$ cat src/hw/usrm_defines.svh
`ifndef USRM_DEFINES_SVH
`define USRM_DEFINES_SVH

// --------------------
// timing, indexes, status bits, frame lengths
// --------------------
`define USRM_CLK_MHZ 250
`define USRM_ECHO_PULSE_NS 99200
`define USRM_HOST_STOP_NS 350000
`define USRM_DEBOUNCE_NS 10000
`define USRM_FINE_TICK_NS 12800
`define USRM_COARSE_PER_FINE 4
// least times round up to whole cycles
`define USRM_MIN_CYCLES(ns) (((ns) * `USRM_CLK_MHZ + 999) / 1000)
`define USRM_IDX_TEMPERATURE 4'h0
`define USRM_IDX_STATUS 4'h1
`define USRM_IDX_LONG_RESULT 4'hE
`define USRM_IDX_CMD_REV 4'hF
`define USRM_ST_NOISE 0
`define USRM_ST_SUPPLY 1
`define USRM_ST_PERIOD_UPD 2
`define USRM_ST_PERIOD_DIR 3
`define USRM_ST_DECAY_SHORT 4
`define USRM_ST_REVERB_TOUT 5
`define USRM_LEN_TEMPERATURE 6'd8
`define USRM_LEN_STATUS 6'd19
`define USRM_LEN_LONG 6'd30
`define USRM_LEN_CMD_REV 6'd8
`define USRM_STATUS_RESET 8'h04

`endif

$ cat src/hw/usrm_pkg.sv
package usrm_pkg;

   // configuration cells preloaded from nonvolatile storage
   typedef struct packed {
      logic echo_pulse_mode_enable;
      logic advanced_io_mode_enable;
      logic width_peak_enable;
      logic line_slope_select;
      logic line_pullup_enable;
      logic [7:0] noise_threshold;
      logic [10:0] carrier_period;
      logic [7:0] period_variation_limit;
      logic [7:0] ringdown_monitor_duration;
      logic [5:0] reverb_timeout;
   } cfg_t;

   typedef struct packed {
      logic [5:0] first_echo_width;
      logic [5:0] first_echo_peak;
      logic [9:0] first_echo_flight_time;
   } long_res_t;

   typedef struct packed {
      logic valid;
      logic [5:0] bits;
      logic [31:0] data;
   } frame_t;

   typedef enum logic [1:0] {
      STOP_IDLE,
      STOP_COUNT,
      STOP_RELEASE
   } stop_state_t;

endpackage

$ cat src/hw/echo_pulse_timer.sv
`timescale 1ns/100ps
`default_nettype none

module echo_pulse_timer #(
   parameter int PULSE_CYCLES = 24800
) (
   input wire logic clk_in,
   input wire logic reset_in,
   input wire logic enable_in,
   input wire logic trigger_in,
   output logic drive_low_out
);

   localparam int CW = $clog2(PULSE_CYCLES + 1);
   localparam logic [CW-1:0] LAST = CW'(PULSE_CYCLES - 1);

   logic [CW-1:0] count;
   logic active;
   logic [CW-1:0] next_count;
   logic next_active;

   // triggers inside a running pulse merge into it
   always_comb begin
      next_count = count;
      next_active = active;
      if (active) begin
         if (count == LAST) begin
            next_active = 1'b0;
         end else begin
            next_count = count + CW'(1);
         end
      end else if (enable_in && trigger_in) begin
         next_active = 1'b1;
         next_count = '0;
      end
   end

   always_ff @(posedge clk_in) begin
      if (reset_in) begin
         count <= '0;
         active <= 1'b0;
      end else begin
         count <= next_count;
         active <= next_active;
      end
   end

   assign drive_low_out = active;

endmodule

`default_nettype wire

$ cat src/hw/ultrasonic_status_result_memory.sv
`timescale 1ns/100ps
`default_nettype none
`include "usrm_defines.svh"

// How it works
// - reset loads every configuration cell from the nonvolatile image
// - echo pulse mode without advanced io reports echoes as 99.2 us lows
// - in echo pulse mode without advanced io, host low for 350 us during a measurement stops it
// - send measurement pulses at reverb end of direct measurements, then at each echo
// - echoes closer than 99.2 us merge into one pulse
// - long result index answers only with advanced io and width peak
// - flight time is 10 bits of 51.2 us, zero without echo
// - peak is 6 bit max magnitude, zero without echo
// - width is 6 bits of 12.8 us, zero without echo
// - index 15 write is command byte, read gives revision nibbles
// - noise flag set above threshold in window, cleared by any measurement
// - supply flag on undervoltage or overvoltage crossing during transmit
// - overvoltage during transmit stops transmit, measurement goes on
// - period flag set outside variation window, and after reset
// - direction flag set when measured period exceeds carrier period
// - decay flag set when ringdown shorter than monitor duration
// - timeout flag set when decay outlasts reverb timeout ticks
// - flags 1 to 5 change only on direct measurements
// - frames go LSB first; index 0 temperature, index 1 status
// - slope select picks 60 us or fast 20 us line edges
// - a configuration bit enables the internal line pull-up
// - command byte is write-only, index 15 reads revision only
module ultrasonic_status_result_memory
   import usrm_pkg::*;
#(
   parameter int ECHO_PULSE_CYCLES = `USRM_MIN_CYCLES(`USRM_ECHO_PULSE_NS),
   parameter int HOST_STOP_CYCLES = `USRM_MIN_CYCLES(`USRM_HOST_STOP_NS),
   parameter int DEBOUNCE_CYCLES = `USRM_MIN_CYCLES(`USRM_DEBOUNCE_NS),
   parameter int FINE_TICK_CYCLES = `USRM_MIN_CYCLES(`USRM_FINE_TICK_NS),
   parameter logic [3:0] FULL_MASK_REV = 4'h3, // arbitrary value
   parameter logic [3:0] METAL_TUNE_REV = 4'h2 // arbitrary value
) (
   // clock and reset
   input wire logic CLK_IN,
   input wire logic RESET_IN,
   // configuration memory
   input wire cfg_t EEPROM_CFG_IN,
   input wire logic CFG_WR_IN,
   input wire cfg_t CFG_IN,
   output cfg_t CFG_OUT,
   // index access from the line decoder
   input wire logic RD_REQ_IN,
   input wire logic WR_REQ_IN,
   input wire logic [3:0] INDEX_IN,
   input wire logic [7:0] WR_DATA_IN,
   input wire logic TX_SHIFT_IN,
   output frame_t FRAME_OUT,
   output logic RD_NONE_OUT,
   output logic TX_BIT_OUT,
   output logic [7:0] CMD_OUT,
   output logic CMD_STB_OUT,
   // measurement events from the sequencer and dsp
   input wire logic MEAS_START_IN,
   input wire logic MEAS_DIRECT_IN,
   input wire logic MEAS_END_IN,
   input wire logic TX_ACTIVE_IN,
   input wire logic REVERB_END_IN,
   input wire logic [10:0] REVERB_PER_IN,
   input wire logic ECHO_ACTIVE_IN,
   input wire logic [5:0] ECHO_MAG_IN,
   input wire logic NOISE_WINDOW_IN,
   input wire logic [7:0] NOISE_MAG_IN,
   input wire logic [7:0] TEMP_CODE_IN,
   // supply comparators
   input wire logic UNDERVOLT_IN,
   input wire logic OVERVOLT_IN,
   // control outputs
   output logic TX_STOP_OUT,
   output logic MEAS_STOP_OUT,
   output logic LINE_CMD_ARMED_OUT,
   output logic [7:0] STATUS_OUT,
   // io line
   input wire logic IO_LINE_IN,
   output logic IO_LINE_OUT,
   output logic IO_LINE_OE_OUT,
   output logic LINE_FAST_SLOPE_OUT,
   output logic LINE_PULLUP_OUT
);

   localparam int SW = $clog2(HOST_STOP_CYCLES + DEBOUNCE_CYCLES + 1);
   localparam int FW = $clog2(FINE_TICK_CYCLES + 1);

   // --------------------
   // pin synchronisers and tick dividers
   // --------------------
   logic [2:0] pin_meta;
   logic [2:0] pin_sync;
   logic line_high, undervolt, overvolt;
   logic [FW-1:0] fine_cnt;
   logic [1:0] coarse_cnt;
   logic fine_tick, coarse_tick;

   assign line_high = pin_sync[0];
   assign undervolt = pin_sync[1];
   assign overvolt = pin_sync[2];
   assign fine_tick = (fine_cnt == FW'(FINE_TICK_CYCLES - 1));
   assign coarse_tick = fine_tick &&
      (coarse_cnt == 2'(`USRM_COARSE_PER_FINE - 1));

   always_ff @(posedge CLK_IN) begin
      if (RESET_IN) begin
         pin_meta <= 3'h1;
         pin_sync <= 3'h1;
         fine_cnt <= '0;
         coarse_cnt <= 2'h0;
      end else begin
         pin_meta <= {OVERVOLT_IN, UNDERVOLT_IN, IO_LINE_IN};
         pin_sync <= pin_meta;
         fine_cnt <= fine_tick ? '0 : fine_cnt + FW'(1);
         coarse_cnt <= fine_tick ? coarse_cnt + 2'(1) : coarse_cnt;
      end
   end

   // --------------------
   // configuration memory and command byte
   // --------------------
   cfg_t cfg, next_cfg;
   logic [7:0] next_cmd;
   logic next_cmd_stb;

   always_comb begin
      next_cfg = CFG_WR_IN ? CFG_IN : cfg;
      next_cmd = CMD_OUT;
      next_cmd_stb = 1'b0;
      if (WR_REQ_IN && INDEX_IN == `USRM_IDX_CMD_REV) begin
         next_cmd = WR_DATA_IN;
         next_cmd_stb = 1'b1;
      end
   end

   always_ff @(posedge CLK_IN) begin
      if (RESET_IN) begin
         cfg <= EEPROM_CFG_IN;
         CMD_OUT <= 8'h00;
         CMD_STB_OUT <= 1'b0;
      end else begin
         cfg <= next_cfg;
         CMD_OUT <= next_cmd;
         CMD_STB_OUT <= next_cmd_stb;
      end
   end

   assign CFG_OUT = cfg;
   assign LINE_FAST_SLOPE_OUT = cfg.line_slope_select;
   assign LINE_PULLUP_OUT = cfg.line_pullup_enable;

   // --------------------
   // measurement tracking and status flags
   // --------------------
   logic meas_active, meas_direct, tx_prev, ov_at_tx, in_decay;
   logic [7:0] decay_cnt;
   logic [7:0] status;
   logic [10:0] ringdown_period;
   logic next_meas_active, next_meas_direct, next_ov_at_tx, next_in_decay;
   logic [7:0] next_decay_cnt, next_status;
   logic [10:0] next_ringdown_period;
   logic [11:0] period_diff;
   logic tx_rise, tx_fall, direct_now;

   assign tx_rise = TX_ACTIVE_IN && !tx_prev;
   assign tx_fall = !TX_ACTIVE_IN && tx_prev;
   assign direct_now = meas_active && meas_direct;
   assign period_diff = (REVERB_PER_IN > cfg.carrier_period) ?
      {1'b0, REVERB_PER_IN - cfg.carrier_period} :
      {1'b0, cfg.carrier_period - REVERB_PER_IN};

   always_comb begin
      next_meas_active = meas_active;
      next_meas_direct = meas_direct;
      next_ov_at_tx = ov_at_tx;
      next_in_decay = in_decay;
      next_decay_cnt = decay_cnt;
      next_ringdown_period = ringdown_period;
      next_status = status;
      if (MEAS_START_IN) begin
         next_meas_active = 1'b1;
         next_meas_direct = MEAS_DIRECT_IN;
         next_in_decay = 1'b0;
         next_status[`USRM_ST_NOISE] = 1'b0;
         if (MEAS_DIRECT_IN) begin
            next_status[`USRM_ST_REVERB_TOUT:`USRM_ST_SUPPLY] = 5'h00;
         end
      end else if (MEAS_END_IN || MEAS_STOP_OUT) begin
         next_meas_active = 1'b0;
         next_in_decay = 1'b0;
      end
      if (NOISE_WINDOW_IN && NOISE_MAG_IN > cfg.noise_threshold) begin
         next_status[`USRM_ST_NOISE] = 1'b1;
      end
      if (direct_now) begin
         if (tx_rise) begin
            next_ov_at_tx = overvolt;
         end
         if (TX_ACTIVE_IN && (undervolt || (overvolt && !ov_at_tx &&
               !(tx_rise && overvolt)))) begin
            next_status[`USRM_ST_SUPPLY] = 1'b1;
         end
         if (tx_fall) begin
            next_in_decay = 1'b1;
            next_decay_cnt = 8'h00;
         end else if (in_decay && coarse_tick && decay_cnt != 8'hFF) begin
            next_decay_cnt = decay_cnt + 8'h01;
         end
         if (in_decay && decay_cnt > {2'b00, cfg.reverb_timeout}) begin
            next_status[`USRM_ST_REVERB_TOUT] = 1'b1;
         end
         if (REVERB_END_IN && in_decay) begin
            next_in_decay = 1'b0;
            next_ringdown_period = REVERB_PER_IN;
            if (period_diff > {4'h0, cfg.period_variation_limit}) begin
               next_status[`USRM_ST_PERIOD_UPD] = 1'b1;
            end
            if (REVERB_PER_IN > cfg.carrier_period) begin
               next_status[`USRM_ST_PERIOD_DIR] = 1'b1;
            end
            if (decay_cnt < cfg.ringdown_monitor_duration) begin
               next_status[`USRM_ST_DECAY_SHORT] = 1'b1;
            end
         end
      end
   end

   always_ff @(posedge CLK_IN) begin
      if (RESET_IN) begin
         meas_active <= 1'b0;
         meas_direct <= 1'b0;
         tx_prev <= 1'b0;
         ov_at_tx <= 1'b0;
         in_decay <= 1'b0;
         decay_cnt <= 8'h00;
         ringdown_period <= 11'h000;
         status <= `USRM_STATUS_RESET;
      end else begin
         meas_active <= next_meas_active;
         meas_direct <= next_meas_direct;
         tx_prev <= TX_ACTIVE_IN;
         ov_at_tx <= next_ov_at_tx;
         in_decay <= next_in_decay;
         decay_cnt <= next_decay_cnt;
         ringdown_period <= next_ringdown_period;
         status <= next_status;
      end
   end

   // transmit cut on overvoltage, rest of measurement unaffected
   assign TX_STOP_OUT = meas_active && TX_ACTIVE_IN && overvolt;
   assign STATUS_OUT = status;

   // --------------------
   // first echo results
   // --------------------
   long_res_t lres, next_lres;
   logic echo_prev, first_seen, first_open;
   logic next_first_seen, next_first_open;
   logic [9:0] flight_cnt, next_flight_cnt;
   logic echo_rise;

   assign echo_rise = ECHO_ACTIVE_IN && !echo_prev && meas_active;

   always_comb begin
      next_lres = lres;
      next_first_seen = first_seen;
      next_first_open = first_open;
      next_flight_cnt = flight_cnt;
      if (MEAS_START_IN) begin
         next_lres = '0;
         next_first_seen = 1'b0;
         next_first_open = 1'b0;
         next_flight_cnt = 10'h000;
      end else if (meas_active) begin
         if (coarse_tick && flight_cnt != 10'h3FF) begin
            next_flight_cnt = flight_cnt + 10'h001;
         end
         if (echo_rise && !first_seen) begin
            next_first_seen = 1'b1;
            next_first_open = 1'b1;
            next_lres.first_echo_flight_time = flight_cnt;
         end
         if (first_open) begin
            if (!ECHO_ACTIVE_IN) begin
               next_first_open = 1'b0;
            end else begin
               if (ECHO_MAG_IN > lres.first_echo_peak) begin
                  next_lres.first_echo_peak = ECHO_MAG_IN;
               end
               if (fine_tick && lres.first_echo_width != 6'h3F) begin
                  next_lres.first_echo_width =
                     lres.first_echo_width + 6'h01;
               end
            end
         end
      end
   end

   always_ff @(posedge CLK_IN) begin
      if (RESET_IN) begin
         lres <= '0;
         echo_prev <= 1'b0;
         first_seen <= 1'b0;
         first_open <= 1'b0;
         flight_cnt <= 10'h000;
      end else begin
         lres <= next_lres;
         echo_prev <= ECHO_ACTIVE_IN;
         first_seen <= next_first_seen;
         first_open <= next_first_open;
         flight_cnt <= next_flight_cnt;
      end
   end

   // --------------------
   // echo pulse reporting and host stop
   // --------------------
   logic pulse_mode, pulse_low;
   stop_state_t stop_state, next_stop_state;
   logic [SW-1:0] stop_cnt, next_stop_cnt;
   logic next_meas_stop;

   assign pulse_mode = cfg.echo_pulse_mode_enable &&
      !cfg.advanced_io_mode_enable;

   echo_pulse_timer #(
      .PULSE_CYCLES(ECHO_PULSE_CYCLES)
   ) u_pulse (
      .clk_in(CLK_IN),
      .reset_in(RESET_IN),
      .enable_in(pulse_mode && meas_active),
      .trigger_in(echo_rise ||
         (meas_direct && REVERB_END_IN)),
      .drive_low_out(pulse_low)
   );

   assign IO_LINE_OUT = 1'b0;
   assign IO_LINE_OE_OUT = pulse_low;

   // own pulses also pull the line low, so they never count as a stop
   always_comb begin
      next_stop_state = stop_state;
      next_stop_cnt = stop_cnt;
      next_meas_stop = 1'b0;
      unique case (stop_state)
         STOP_IDLE: begin
            next_stop_cnt = '0;
            if (pulse_mode && meas_active && !line_high && !pulse_low) begin
               next_stop_state = STOP_COUNT;
            end
         end
         STOP_COUNT: begin
            if (line_high || pulse_low || !meas_active) begin
               next_stop_state = STOP_IDLE;
            end else if (stop_cnt == SW'(HOST_STOP_CYCLES - 2)) begin
               next_meas_stop = 1'b1;
               next_stop_state = STOP_RELEASE;
               next_stop_cnt = '0;
            end else begin
               next_stop_cnt = stop_cnt + SW'(1);
            end
         end
         STOP_RELEASE: begin
            if (!line_high) begin
               next_stop_cnt = '0;
            end else if (stop_cnt == SW'(DEBOUNCE_CYCLES - 1)) begin
               next_stop_state = STOP_IDLE;
            end else begin
               next_stop_cnt = stop_cnt + SW'(1);
            end
         end
      endcase
   end

   always_ff @(posedge CLK_IN) begin
      if (RESET_IN) begin
         stop_state <= STOP_IDLE;
         stop_cnt <= '0;
         MEAS_STOP_OUT <= 1'b0;
      end else begin
         stop_state <= next_stop_state;
         stop_cnt <= next_stop_cnt;
         MEAS_STOP_OUT <= next_meas_stop;
      end
   end

   assign LINE_CMD_ARMED_OUT = (stop_state != STOP_RELEASE);

   // --------------------
   // index read frames, sent LSB first
   // --------------------
   frame_t next_frame;
   logic [31:0] shift, next_shift;
   logic next_none;

   always_comb begin
      next_frame = '0;
      next_none = 1'b0;
      next_shift = TX_SHIFT_IN ? {1'b0, shift[31:1]} : shift;
      if (RD_REQ_IN) begin
         next_frame.valid = 1'b1;
         unique case (INDEX_IN)
            `USRM_IDX_TEMPERATURE: begin
               next_frame.bits = `USRM_LEN_TEMPERATURE;
               next_frame.data = {24'h000000, TEMP_CODE_IN};
            end
            `USRM_IDX_STATUS: begin
               next_frame.bits = `USRM_LEN_STATUS;
               next_frame.data = {13'h0000, ringdown_period,
                  status};
            end
            `USRM_IDX_LONG_RESULT: begin
               if (cfg.advanced_io_mode_enable && cfg.width_peak_enable) begin
                  next_frame.bits = `USRM_LEN_LONG;
                  next_frame.data = {2'b00, lres, status};
               end else begin
                  next_frame.valid = 1'b0;
                  next_none = 1'b1;
               end
            end
            `USRM_IDX_CMD_REV: begin
               next_frame.bits = `USRM_LEN_CMD_REV;
               next_frame.data = {24'h000000, FULL_MASK_REV,
                  METAL_TUNE_REV};
            end
            default: begin
               next_frame.valid = 1'b0;
               next_none = 1'b1;
            end
         endcase
         if (next_frame.valid) begin
            next_shift = next_frame.data;
         end
      end
   end

   always_ff @(posedge CLK_IN) begin
      if (RESET_IN) begin
         FRAME_OUT <= '0;
         RD_NONE_OUT <= 1'b0;
         shift <= 32'h00000000;
      end else begin
         FRAME_OUT <= next_frame;
         RD_NONE_OUT <= next_none;
         shift <= next_shift;
      end
   end

   assign TX_BIT_OUT = shift[0];

endmodule

`default_nettype wire

$ cat config.mk
export PLATFORM = sky130hd
export DESIGN_NAME = ultrasonic_status_result_memory
export DESIGN_NICKNAME = d
export VERILOG_FILES = /design/src/hw/usrm_pkg.sv /design/src/hw/echo_pulse_timer.sv /design/src/hw/ultrasonic_status_result_memory.sv
export VERILOG_INCLUDE_DIRS = /design/src /design/src/hw
export SDC_FILE = /design/constraint.sdc
export NUM_CORES = 1
export LEC_CHECK = 0
export BUFFER_PORTS_ARGS = -buffer_cell sky130_fd_sc_hd__buf_2
export CAP_MARGIN = 20
export CORE_MARGIN = 5
export CORE_UTILIZATION = 56
export CTS_BUF_LIST = sky130_fd_sc_hd__clkbuf_8
export CTS_CLUSTER_DIAMETER = 50
export DETAILED_ROUTE_END_ITERATION = 10
export MAX_ROUTING_LAYER = met4
export PLACE_DENSITY = 0.82
export SYNTH_ARGS = -nofsm -noshare
export SYNTH_HDL_FRONTEND = slang
export SYNTH_SLANG_ARGS = --single-unit
export TNS_END_PERCENT = 10
$ cat constraint.sdc
create_clock -name CLK_IN -period 4.4 [get_ports CLK_IN]
set_input_delay 0.22 -clock CLK_IN [delete_from_list [all_inputs] [get_ports CLK_IN]]
set_output_delay 0.22 -clock CLK_IN [all_outputs]
set_load 0.05 [all_outputs]
Yosys cells after proc, flatten, opt, wreduce, memory -nomap -nowiden
Cells that the tools add are included.
{"block": "totals", "ramBits": 0, "word_cells": 199, "ff_bits": 248, "out_inout_bits": 111, "latchBits": 0, "input_bits": 153, "romBits": 0, "n_memories": 0}
{"block": "classes", "n_mul": 0, "n_mux": 54, "order_cmp": 6, "eq_ne": 21, "n_div": 0, "n_addsub": 9, "bitwise": 2, "shift": 0, "n_reduce_logical": 65}
{"op": "one-hot mux 37 bit (4 select lines)", "n": 1}
{"op": "2-to-1 mux 32 bit", "n": 3}
{"op": "2-to-1 mux 46 bit", "n": 2}
{"op": "2-to-1 mux 17 bit", "n": 4}
{"op": "one-hot mux 17 bit (3 select lines)", "n": 1}
{"op": "2-to-1 mux 15 bit", "n": 3}
{"op": "2-to-1 mux 37 bit", "n": 1}
{"op": "logical AND 1 bit", "n": 28}
{"op": "2-to-1 mux 1 bit", "n": 24}
{"op": "subtractor 11 bit", "n": 2}
{"op": "adder 17 x 1 -> 17 bit (second input constant)", "n": 1}
{"op": "== test 17 x 12 -> 1 bit (second input constant)", "n": 1}
{"op": "== test 17 bit (second input constant)", "n": 1}
{"op": "2-to-1 mux 8 bit", "n": 2}
{"op": "adder 15 x 1 -> 15 bit (second input constant)", "n": 1}
{"op": "== test 15 bit (second input constant)", "n": 1}
{"op": "AND reduction 2 bit", "n": 7}
{"op": "adder 12 x 1 -> 12 bit (second input constant)", "n": 1}
{"op": "== test 12 bit (second input constant)", "n": 1}
{"op": "!= test 2 bit (second input constant)", "n": 6}
{"op": "AND reduction 4 bit", "n": 3}
{"op": "greater-than comparator 11 bit", "n": 1}
{"op": "greater-than comparator 11 x 8 -> 1 bit", "n": 1}
{"op": "2-to-1 mux 11 bit", "n": 1}
{"op": "other kinds (30)", "n": 60}

Longest topological paths before layout
Gate-level depths: netlist of run 1.
{"block": "depth", "word_depth": 9, "ltp_mapped": 18, "mapped_depth_nobuf": 16}

Cells and area by module
Synthesis of run 1 repeated with hierarchy kept, for this count alone.
{"block": "hier_totals", "hier_cells": 1252, "hier_area_um2": 11931.4}
{"module": "ultrasonic_status_result_memory", "n_inst": 1, "area_each_um2": 11016.8, "cells_each": 1141, "seq_area_each_um2": 5024.8}
{"module": "echo_pulse_timer", "n_inst": 1, "area_each_um2": 914.6, "cells_each": 111, "seq_area_each_um2": 320.3}

Worst setup path after synthesis of run 1
No wires, ideal clock.
{"block": "synth_timing", "kind": "reg2reg", "startpoint": "register cfg (netlist bit CFG_OUT[24])", "endpoint": "register status[2] (netlist: STATUS_OUT[2])", "required_time_ns": 4.273, "arrival_time_ns": 3.891, "synth_period_minus_slack_ns": 4.018, "setup_slack_ns": 0.382, "n_path_buf": 2, "stages_incl_launch_ff": 18, "setup_ns": 0.127, "cell_sequence": "edfxtp_1 > inv_1 > ha_1 > clkbuf_1 > a21oi_1 > a21oi_1 > o221ai_1 > a21oi_1 > buf_2 > mux2_2 > ha_1 > nor2b_1 > o21ai_0 > a21oi_1 > o41ai_1 > nand4_1 > nor4_1 > a21oi_1"}
{"block": "synth_via", "elab_chain_cells": 6, "elab_cells_between_ends": 8, "classes_between": "add/sub: 2; order compare: 2; mux: 4"}
{"element": "from (decl)", "line_no": "ultrasonic_status_result_memory.sv:122", "rtl": "cfg_t cfg, next_cfg;"}
{"element": "from (signal assigned)", "line_no": "ultrasonic_status_result_memory.sv:142", "rtl": "cfg <= next_cfg;"}
{"element": "subtractor 11 bit, or another cell as far along", "line_no": "ultrasonic_status_result_memory.sv:170", "rtl": "{1'b0, cfg.carrier_period - REVERB_PER_IN};"}
{"element": "2-to-1 mux 11 bit *", "line_no": "ultrasonic_status_result_memory.sv:168", "rtl": "assign period_diff = (REVERB_PER_IN > cfg.carrier_period) ?"}
{"element": "greater-than comparator 11 x 8 -> 1 bit *", "line_no": "ultrasonic_status_result_memory.sv:215", "rtl": "if (period_diff > {4'h0, cfg.period_variation_limit}) begin"}
{"element": "2-to-1 mux 1 bit *", "line_no": "ultrasonic_status_result_memory.sv:215"}
{"element": "2-to-1 mux 3 bit *", "line_no": "ultrasonic_status_result_memory.sv:212", "rtl": "if (REVERB_END_IN && in_decay) begin"}
{"element": "2-to-1 mux 5 bit *", "line_no": "ultrasonic_status_result_memory.sv:195", "rtl": "if (direct_now) begin"}
{"element": "to (signal assigned)", "line_no": "ultrasonic_status_result_memory.sv:237", "rtl": "status <= `USRM_STATUS_RESET;"}
{"element": "to (signal assigned)", "line_no": "ultrasonic_status_result_memory.sv:246", "rtl": "status <= next_status;"}
{"element": "to (decl)", "line_no": "ultrasonic_status_result_memory.sv:157", "rtl": "logic [7:0] status;"}
Every way passes the cells marked *; elsewhere a longest branch is shown, timed or not.
A chain may end at the register's enable or synchronous reset.

Worst setup path after layout of run 1
{"block": "layout_timing", "startpoint": "register cfg (netlist bit CFG_OUT[26])", "endpoint": "register status[2] (netlist: STATUS_OUT[2])"}
The elaborated chain is that of the path after synthesis.

==> reports/metrics.cfg, run 1 <==
[run_status]
status=finished clean

[critical_path]
crit_family=compound AO/OA/AOI/OAI gates
critPathMaxFanout=13
cp_slowest_stage_delay_ns=0.46
crit-reg2reg-launch=CFG_OUT[26]
r2r_slack_ns=0.37
path_buf_inv=2
cpMostUsedCell=a21oi_1
regToRegEndpoint=STATUS_OUT[2]
cp_slowest_cell=ha_1
cp_cell_sequence=inv_1 > ha_1 > nand3_1 > a21oi_1 > o221ai_1 > a21oi_1 > buf_4 > mux2_2 > ha_1 > nor2b_1 > o21ai_0 > a21oi_1 > o41ai_2 > nand4_1 > nor4_1 > a21oi_1
critPathCaptureType=flip-flop
criticalPathCategory=flip-flop to flip-flop
cp_data_arrival_time_ns=4.43
rr_worst_depth=16
start_kind=flip-flop
worstPathRequired_ns=4.80

[grt]
grt_pass1_vias=10900
grt_overflow_total=0
grt_max_degree=85
grt_usage_pct=28.3
antenna_found_initial=1
grt_pass1_wl_mm=54.1

[floorplan]
fp.dieArea_sq_um=24000
io_pins=264
fp-row-count=53
start_util_pct=56.4
placeableCoreArea_sq_um=20800
die_w_um=155
die_y_um=155

[logic_synthesis]
ys_async_sr_fraction_pct=0
yosysWarnings=0
ys.flop_type=dfxtp_1
avgSynthCellArea_sq_um=9.36
yosysSeqAreaShare_pct=45.5
synthCells=1255
ys_ff_latch=244
yosysUniqueCellTypes=64
syn_area_sq_um=11700
synth-edff-count=46

[sta]
setup_tns_ns=0
drv_slew=0
finalSetupViolCount=0
finClkSkew_ns=0.0117
hold_viol=0
max_slew_margin_pct=33.9
worstMarginPinSlew_ns=0.992
fmax_mhz=248
min_period_ns=4.03
rsz0062_at_grt=false
fin_crit_sh_pct=91.5

[clock_network]
root_buffer=clkbuf_8
clk_pin_slew_ns=0.06
clockBufferDepth=3
cts.sinks=244
tritoncts=built
post-cts-setup-buffers=0
insertion_delay_ns=0.54
cts_buffers=42
h-tree-depth=2

[placement]
routabilityCongestion=0.913
dp_cells=1735
hpwl_mm=22.1
io_buffers=257
placed_area_sq_um=13200

[pwr]
power_w=0.00551
ir_drop_mv=0.273
power_leakage_nw=6.60
power_density_nw_per_um2=359

[detailed_routing]
wl_mm=33.6
drcViolationCount=0
wl_per_cell_um=17.3
vias=10600
drt-vias-per-instance=5.46
drt_iter0_drc=605
drt-pass1-iter-count=5
ant_nets=0

[cells_and_area]
stdcell_count=1942
nFillCells=1500
nNetsFinal=1857
final_core_util_pct=73.6
drive_gt1_share_pct=23.2
area_growth_syn_to_layout_pct=30.6
stdcell_area_sq_um=15300

[worst_hold_path]
holdPathEnd=CFG_OUT[3]
worstHoldPathCells=2
hp-class=input port to flip-flop
hp-start=CFG_IN[3]

[flow_run]
maxCapViolCount=0

[metrics by stage]
| stage | hold WS (ns) | setup slack [ns] |
|---|---|---|
| 2_1_floorplan | 0.324 | 0.382 |
| 3_3_place_gp | 0.399 | 0.345 |
| 3_5_place_dp | 0.398 | 0.319 |
| 4_1_cts | 0.00278 | 0.287 |
| 5_1_grt | 0.0130 | 0.0813 |
| 6_report | 0.0363 | 0.373 |
[synthesized netlist by cell type, types with 5 or more instances]
library cell  number  share of area (%)
buf_4              9               0.58
a21oi_1           78                3.3
or3_1              5               0.27
clkbuf_1          40                1.3
a31oi_1            5               0.27
a211oi_1          38                2.4
mux2i_1           26                2.2
xnor2_1           24                1.8
nor4_1             8               0.43
nand2_1          105                3.4
or2_2              5               0.27
nand2b_1          11               0.59
o21bai_1          13               0.83
nand3_1           42                1.8
nand3b_1           5               0.32
ha_1              67                7.1
nand4_1           20                1.1
inv_1             79                2.5
buf_1              6               0.19
a22oi_1           16                1.0
nor2_1           118                3.8
mux2_2            49                4.7
o31ai_1            5               0.32
nor2b_1           30                1.6
buf_2              8               0.34
o21ai_0           34                1.4
nor3_1            25                1.1
edfxtp_1          46                 12
a21o_1             9               0.58
and2_1            11               0.59
xor2_1            37                2.8
dfxtp_1          198                 34
and3_1            33                1.8
[kinds of logic after synthesis]
logic type / synth area share, %
compound gates: 12.3
xor+xnor: 4.55
fa+ha+maj: 7.48
buf+inv: 5.04
flops: 45.5
mux: 6.92
other cells: 0.0319
simple gates: 18.1
[worst register-to-register path, cell delays in order (launching register included)]
cell and delay [ns]:
edfxtp_1 0.37, inv_1 0.05, ha_1 0.46, nand3_1 0.20, a21oi_1 0.28, o221ai_1 0.22, a21oi_1 0.18, buf_4 0.23
mux2_2 0.37, ha_1 0.29, nor2b_1 0.13, o21ai_0 0.18, a21oi_1 0.11, o41ai_2 0.38, nand4_1 0.14, nor4_1 0.20
a21oi_1 0.10
[power by group]
part / leakage [nW] / internal, W / switching (W)
Sequential: 2.07 / 0.00236 / 0.0000515
Combinational: 4.04 / 0.000414 / 0.000637
Clock: 0.483 / 0.00112 / 0.000928
Total: 6.60 / 0.00389 / 0.00162
[registers in the layout (all words and copies together) (netlist names), 2 cells and up]
signal	flops
STATUS_OUT	6
stop_cnt	17
ringdown_period	11
decay_cnt	8
pin_meta	3
CMD_OUT	8
u_pulse.count	15
stop_state	2
lres	22
fine_cnt	12
flight_cnt	10
coarse_cnt	2
FRAME_OUT	35
shift	32
CFG_OUT	44
pin_sync	3
[cell usage in the layout (no fill, tap or decap), types with 13 or more instances in the layout]
master / instances
inv_1: 93
nand2_1: 105
ha_1: 67
clkbuf_8: 48
nor2b_1: 30
nand3_1: 42
o21bai_1: 13
mux2_2: 49
mux2i_1: 26
a211oi_1: 38
o21ai_0: 34
dfxtp_1: 198
dlygate4sd3_1: 131
edfxtp_1: 46
and3_1: 33
nor2_1: 118
xor2_1: 37
a22oi_1: 16
nand4_1: 20
buf_2: 256
nor3_1: 25
xnor2_1: 24
a21oi_1: 78
[how the worst max path moves through the flow]
stage	end	from	cells after the start	slack, ns
6_report	STATUS_OUT[2]	CFG_OUT[26]	16	0.37
5_1_grt	STATUS_OUT[2]	CFG_OUT[26]	16	0.08
4_1_cts	STATUS_OUT[2]	CFG_OUT[26]	16	0.29
3_5_place_dp	STATUS_OUT[2]	CFG_OUT[26]	16	0.32
3_3_place_gp	STATUS_OUT[2]	CFG_OUT[26]	16	0.34
2_1_floorplan	STATUS_OUT[2]	CFG_OUT[24]	17	0.38
[cell type report]
class | instances | area, sq um | share of cell area [%]
flip-flops and latches | 244 | 5350 | 34.9
clock inverters | 27 | 181 | 1.18
repair buffers | 395 | 2670 | 17.4
multi-input cells | 872 | 5830 | 38.0
clock buffers | 48 | 661 | 4.31
diodes | 1 | 2.50 | 0.0163
inverters | 80 | 300 | 1.96
well taps | 275 | 344 | 2.24
[repair_timing]
action	CTS	global route
endpoints found under the setup margin	0	1
resized for setup	0	1
hold endpoints to repair	86	0
hold buffers	131	0
[metal layers]
layer,global-route usage [%],wire [um],part of all wire (%),vias to the layer above
met5,-,0,0,-
met4,11.1,1150,3.4,0
met3,4.98,2120,6.3,98
met2,48.5,16600,49,421
met1,33.2,13800,41,4950
li1,-,-,-,5140
Note: power is estimated with default switching activity, not from simulation.
==> run 2, diff against run 1 <==
--- a/config.mk
+++ b/config.mk
@@ -8,13 +8,13 @@
 export LEC_CHECK = 0
 export BUFFER_PORTS_ARGS = -buffer_cell sky130_fd_sc_hd__buf_2
 export CAP_MARGIN = 20
-export CORE_MARGIN = 5
 export CORE_UTILIZATION = 56
 export CTS_BUF_LIST = sky130_fd_sc_hd__clkbuf_8
 export CTS_CLUSTER_DIAMETER = 50
 export DETAILED_ROUTE_END_ITERATION = 10
 export MAX_ROUTING_LAYER = met4
 export PLACE_DENSITY = 0.82
+export SLEW_MARGIN = 20
 export SYNTH_ARGS = -nofsm -noshare
 export SYNTH_HDL_FRONTEND = slang
 export SYNTH_SLANG_ARGS = --single-unit
==> reports/metrics.cfg, run 2 (synthesis results as in run 1) <==
[grt]
grt_pass1_wl_mm=53.2  ; -1.6%
grt_overflow_total=0  ; unchanged
grt_usage_pct=32.0  ; +3.7 points
grt_max_degree=74  ; -13%
antenna_found_initial=2  ; +1
grt_pass1_vias=10700  ; -1.2%

[critical_path]
cp_cell_sequence=inv_1 > ha_1 > nand3_1 > or4_1 > o21ai_0 > a21oi_1 > buf_4 > a211oi_1 > a21oi_1 > xor2_1 > ha_1 > nand4_1 > a21oi_1 > o41ai_1 > nand4_1 > o31ai_1 > a21oi_1
cp_data_arrival_time_ns=4.46  ; +0.03 ns
crit-reg2reg-launch=CFG_OUT[26]
cpMostUsedCell=a21oi_1
cp_slowest_cell=or4_1
crit_start=CFG_OUT[26]
start_kind=flip-flop
r2r_slack_ns=0.37  ; about the same
critPathMaxFanout=13  ; unchanged
critPathCaptureType=flip-flop
cp_slowest_stage_delay_ns=0.53  ; +0.07 ns
worstPathRequired_ns=4.83  ; +0.03 ns
criticalPathCategory=flip-flop to flip-flop

[clock_network]
clockBufferDepth=3  ; unchanged
h-tree-depth=2  ; unchanged
root_buffer=clkbuf_8
clk_pin_slew_ns=0.06  ; about the same
insertion_delay_ns=0.55  ; about the same
tritoncts=built
cts_buffers=40  ; -4.8%
cts.sinks=244  ; unchanged

[detailed_routing]
drt-pass1-iter-count=6  ; +1
drt_iter0_drc=643  ; +6.3%
wl_mm=33.7  ; +0.12%
vias=10700  ; +0.84%
wl_per_cell_um=17.4  ; +0.28%
drt-vias-per-instance=5.52  ; +0.99%
ant_nets=0  ; unchanged
drcViolationCount=0  ; unchanged

[sta]
min_period_ns=4.03  ; +0.00268 ns
fmax_mhz=248  ; about the same
hold_viol=0  ; unchanged
rsz0062_at_grt=false
setup_tns_ns=0  ; unchanged
finClkSkew_ns=0.0183  ; +0.00658 ns
finalSetupViolCount=0  ; unchanged
drv_slew=0  ; unchanged
fin_crit_sh_pct=91.6  ; about the same
worstMarginPinSlew_ns=0.979  ; -0.0128 ns
max_slew_margin_pct=34.7  ; +0.85 points

[pwr]
power_density_nw_per_um2=356  ; -0.85%
ir_drop_mv=0.230  ; -16%
power_leakage_nw=6.60  ; about the same

[floorplan]
die_y_um=147  ; -5.2%
die_w_um=147  ; -5.2%
fp-row-count=52  ; -1.9%
fp.dieArea_sq_um=21600  ; -10%
placeableCoreArea_sq_um=20400  ; -2.2%
io_pins=264  ; unchanged
start_util_pct=57.7  ; +1.3 points

[cells_and_area]
multi_input_area_sq_um=5830  ; -0.11%
area_growth_syn_to_layout_pct=30.5  ; about the same
nNetsFinal=1858  ; +0.054%
nFillCells=1378  ; -8.1%
stdcell_count=1939  ; -0.15%
ff_latch_area_sq_um=5350  ; unchanged
mostFrequentLayoutCells=buf_2 (256), dfxtp_1 (198), dlygate4sd3_1 (136)
largest_reg_flops=44  ; unchanged
drive_gt1_share_pct=22.8  ; -0.37 points
final_common_cell=buf_2

[run_status]
status=finished clean

[placement]
dp_cells=1728  ; -0.40%
routabilityCongestion=0.884  ; -3.2%
io_buffers=257  ; unchanged
hpwl_mm=21.5  ; -2.9%

[flow_run]
maxCapViolCount=0  ; unchanged

[worst_hold_path]
hp-class=input port to flip-flop
hp-start=CFG_IN[12]

[run 2: cell types whose count changed in the layout (fill, tap and decap cells not counted), sizes merged, moves of 2 or more]
cell / change
dlygate4sd3: +5
buf: -2
inv: +6
clkinv: -5
clkinvlp: -2
[run 2: layer usage]
layer	vias to the layer above	global-route usage (%)	part of all wire, %
met5	-	-	0
met2	491	53.5	49
met1	4941	37.0	40
met3	109	5.22	6.8
li1	5157	-	-
met4	0	16.6	4.5
[run 2: repair_timing]
action                    CTS  global route
buffers inserted            0             0
hold buffers              136             0
resized for setup           0             0
hold endpoints to repair   87             0
[run 2: through the flow]
| stage | util (%) | setup WS (ns) | power [W] | hold slack, ns | cell area (sq um) |
|---|---|---|---|---|---|
| 2_1_floorplan | - | 0.382 | 0.00311 | 0.324 | 11800 |
| 4_1_cts | 75.2 | 0.439 | 0.00545 | 0.00303 | 15300 |
| 6_report | 75.3 | 0.371 | 0.00546 | 0.0319 | 15300 |
| 5_1_grt | 75.3 | 0.124 | 0.00569 | 0.0254 | 15300 |
| 3_5_place_dp | 64.6 | 0.450 | 0.00337 | 0.396 | 13100 |
| 3_3_place_gp | 64.6 | 0.566 | 0.00335 | 0.396 | 13100 |
[run 2: cell type report]
class / count / area share (%)
diodes: 2 / 0.0326
clock buffers: 48 / 4.31
clock inverters: 25 / 1.01
inverters: 80 / 1.96
multi-input cells: 872 / 38.0
flip-flops and latches: 244 / 34.9
well taps: 270 / 2.20
repair buffers: 398 / 17.6
[run 2: power by group]
| group | total, W | internal, W | switching [W] | leakage [nW] |
|---|---|---|---|---|
| clock | 0.00200 | 0.00107 | 0.000929 | 0.486 |
| combinational | 0.00106 | 0.000411 | 0.000645 | 4.04 |
| sequential | 0.00241 | 0.00236 | 0.0000539 | 2.07 |
[run 2: critical path: cells and delay by family, from the launching register on]
family | cells | cell delay [ns]
AND/OR/NAND/NOR | 4 | 1.02
XOR/XNOR | 1 | 0.15
adder cells (fa/ha/maj) | 2 | 0.77
flip-flops | 1 | 0.37
AO/OA/AOI/OAI | 8 | 1.33
buffers and inverters | 2 | 0.25
[run 2: path summary, 6_finish.rpt]
path | endpoint | cells past startpoint
min | CFG_OUT[12] | 2
min reg2reg | pin_sync[0] | 1
max reg2reg | STATUS_OUT[2] | 17
max | STATUS_OUT[2] | 17
==> run 3, diff against run 2 <==
--- a/config.mk
+++ b/config.mk
@@ -7,7 +7,7 @@
 export NUM_CORES = 1
 export LEC_CHECK = 0
 export BUFFER_PORTS_ARGS = -buffer_cell sky130_fd_sc_hd__buf_2
-export CAP_MARGIN = 20
+export CORE_ASPECT_RATIO = 1.5
 export CORE_UTILIZATION = 56
 export CTS_BUF_LIST = sky130_fd_sc_hd__clkbuf_8
 export CTS_CLUSTER_DIAMETER = 50
==> reports/metrics.cfg, run 3 (synthesis results as in run 1) <==
[pwr]
power.share.clock_pct=34.6  ; -1.9 points
p_sw_share_pct=29.9  ; +0.069 points
p_int_w=0.00370  ; -3.4%
ir_drop_mv=0.313  ; +36%
power_leakage_nw=6.46  ; -2.1%
power.switching_w=0.00158  ; -3.1%
power_w=0.00528  ; -3.3%
p_seq_share_pct=45.7  ; +1.6 points
combPwrFrac_pct=19.6  ; +0.3 points
power_density_nw_per_um2=351  ; -1.6%

[grt]
grt_pass1_wl_mm=51.5  ; -3.2%
grt_usage_pct=31.4  ; -0.65 points
grt_overflow_total=0  ; unchanged
grt_pass1_vias=10700  ; -0.31%
grt_max_degree=59  ; -20%
antenna_found_initial=1  ; -1

[sta]
rsz0062_at_grt=false
setup_tns_ns=0  ; unchanged
finalSetupViolCount=0  ; unchanged
fin_hold_ws_ns=0.0157  ; -0.0161 ns
max_slew_margin_pct=34.1  ; -0.61 points
fmax_mhz=251  ; +1.1%
finClkSkew_ns=0.0182  ; -0.0000920 ns
fin_crit_sh_pct=90.6  ; -1.0 points
hold_viol=0  ; unchanged
min_period_ns=3.98  ; -0.0444 ns
drv_slew=0  ; unchanged
postLayoutSetupSlackWorst_ns=0.415  ; +0.0444 ns
worstMarginPinSlew_ns=0.988  ; +0.00915 ns

[floorplan]
fp.dieArea_sq_um=21600  ; about the same
start_util_pct=57.3  ; -0.38 points
placeableCoreArea_sq_um=20500  ; +0.66%
die_y_um=179  ; +22%
io_pins=264  ; unchanged
die_w_um=120  ; -18%
fp-row-count=64  ; +23%

[clock_network]
clk_pin_slew_ns=0.07  ; about the same
insertion_delay_ns=0.55  ; about the same
cts_buffers=37  ; -7.5%
root_buffer=clkbuf_8
tritoncts=built
cts.sinks=244  ; unchanged
cts_resized=0  ; unchanged
h-tree-depth=2  ; unchanged
clockBufferDepth=3  ; unchanged
cts_hold_buf=120  ; -12%
post-cts-setup-buffers=0  ; unchanged

[detailed_routing]
wl_per_cell_um=17.2  ; -0.92%
drt-pass1-iter-count=5  ; -1
drt_iter0_drc=553  ; -14%
drcViolationCount=0  ; unchanged
wl_mm=32.8  ; -2.5%
vias=10600  ; -0.97%
drt-vias-per-instance=5.55  ; +0.64%
ant_nets=0  ; unchanged

[run_status]
status=finished clean

[placement]
io_buffers=257  ; unchanged
hpwl_mm=22.1  ; +2.8%
place_ws_ns=0.518  ; +0.0682 ns
placed_area_sq_um=13100  ; about the same
routabilityCongestion=0.913  ; +3.3%

[flow_run]
maxCapViolCount=0  ; unchanged

[critical_path]
critPathMaxFanout=13  ; unchanged
worstPathRequired_ns=4.81  ; -0.02 ns
critPathCaptureType=flip-flop
start_kind=flip-flop
criticalPathCategory=flip-flop to flip-flop
cp_data_arrival_time_ns=4.40  ; -0.06 ns

[worst_hold_path]
hp-class=input port to flip-flop

[cells_and_area]
nNetsFinal=1840  ; -0.97%
drive_gt1_share_pct=22.9  ; +0.10 points
final_common_cell=buf_2
largest_reg_flops=44  ; unchanged
nFillCells=1454  ; +5.5%
multi_input_area_sq_um=5820  ; about the same
area_growth_syn_to_layout_pct=28.2
stdcell_area_sq_um=15100  ; -1.8%
ff_latch_area_sq_um=5350  ; unchanged
mostFrequentLayoutCells=buf_2 (256), dfxtp_1 (198), dlygate4sd3_1 (120)

-- run 3: cell count changes in the layout (fill, tap and decap cells not counted), sizes merged --
cell	before	now
bufinv	1	0
clkinvlp	0	2
dlygate4sd3	136	120
inv	100	89
clkinv	4	6
buf	262	263
clkbuf	48	46
-- run 3: layout make-up --
type,count,share of cell area (%)
multi-input cells,872,38.7
diodes,2,0.0332
clock inverters,17,0.548
inverters,80,1.99
flip-flops and latches,244,35.5
repair buffers,383,16.8
clock buffers,46,4.21
well taps,264,2.19
-- run 3: critical path, stage by stage (launching register included) --
cell	delay, ns
edfxtp_1	0.37
inv_1	0.05
ha_1	0.48
nand3_1	0.16
a21oi_1	0.21
o221ai_1	0.20
a21oi_1	0.21
buf_4	0.23
mux2_2	0.36
ha_1	0.29
nor2b_1	0.13
o21ai_0	0.13
a21oi_1	0.09
o41ai_1	0.45
nand4_1	0.14
nor4_1	0.24
a21oi_1	0.11
-- run 3: power by group through the flow --
stage	Clock (W)	Sequential, W	Combinational [W]
6_report	0.00183	0.00242	0.00104
2_1_floorplan	0	0.00263	0.000473
3_3_place_gp	0	0.00245	0.000905
5_1_grt	0.00195	0.00242	0.00112
4_1_cts	0.00185	0.00241	0.00101
3_5_place_dp	0	0.00246	0.000911
-- run 3: stage by stage --
step | util, % | cells
global placement | 64.1 | 1723
detailed placement | 64.1 | 1723
global route | 73.4 | 1907
floorplan | - | 1260
finish | 73.4 | 1908
CTS | 73.4 | 1906
-- run 3: path summary, 6_finish.rpt --
kind,from,to,slack [ns],cells after the start
worst min register to register,pin_meta[0],pin_sync[0],0.42,1
worst max register to register,CFG_OUT[26],STATUS_OUT[2],0.42,16
worst max-delay path,CFG_OUT[26],STATUS_OUT[2],0.42,16
worst min-delay path,CFG_IN[10],CFG_OUT[10],0.02,2
-- run 3: layer usage --
layer / global-route usage (%) / vias up / part of all wire, %
li1: - / 5096 / -
met1: 30.6 / 4969 / 37
met2: 58.0 / 417 / 52
met3: 5.57 / 112 / 5.6
met4: 18.1 / 0 / 5.6
met5: - / - / 0
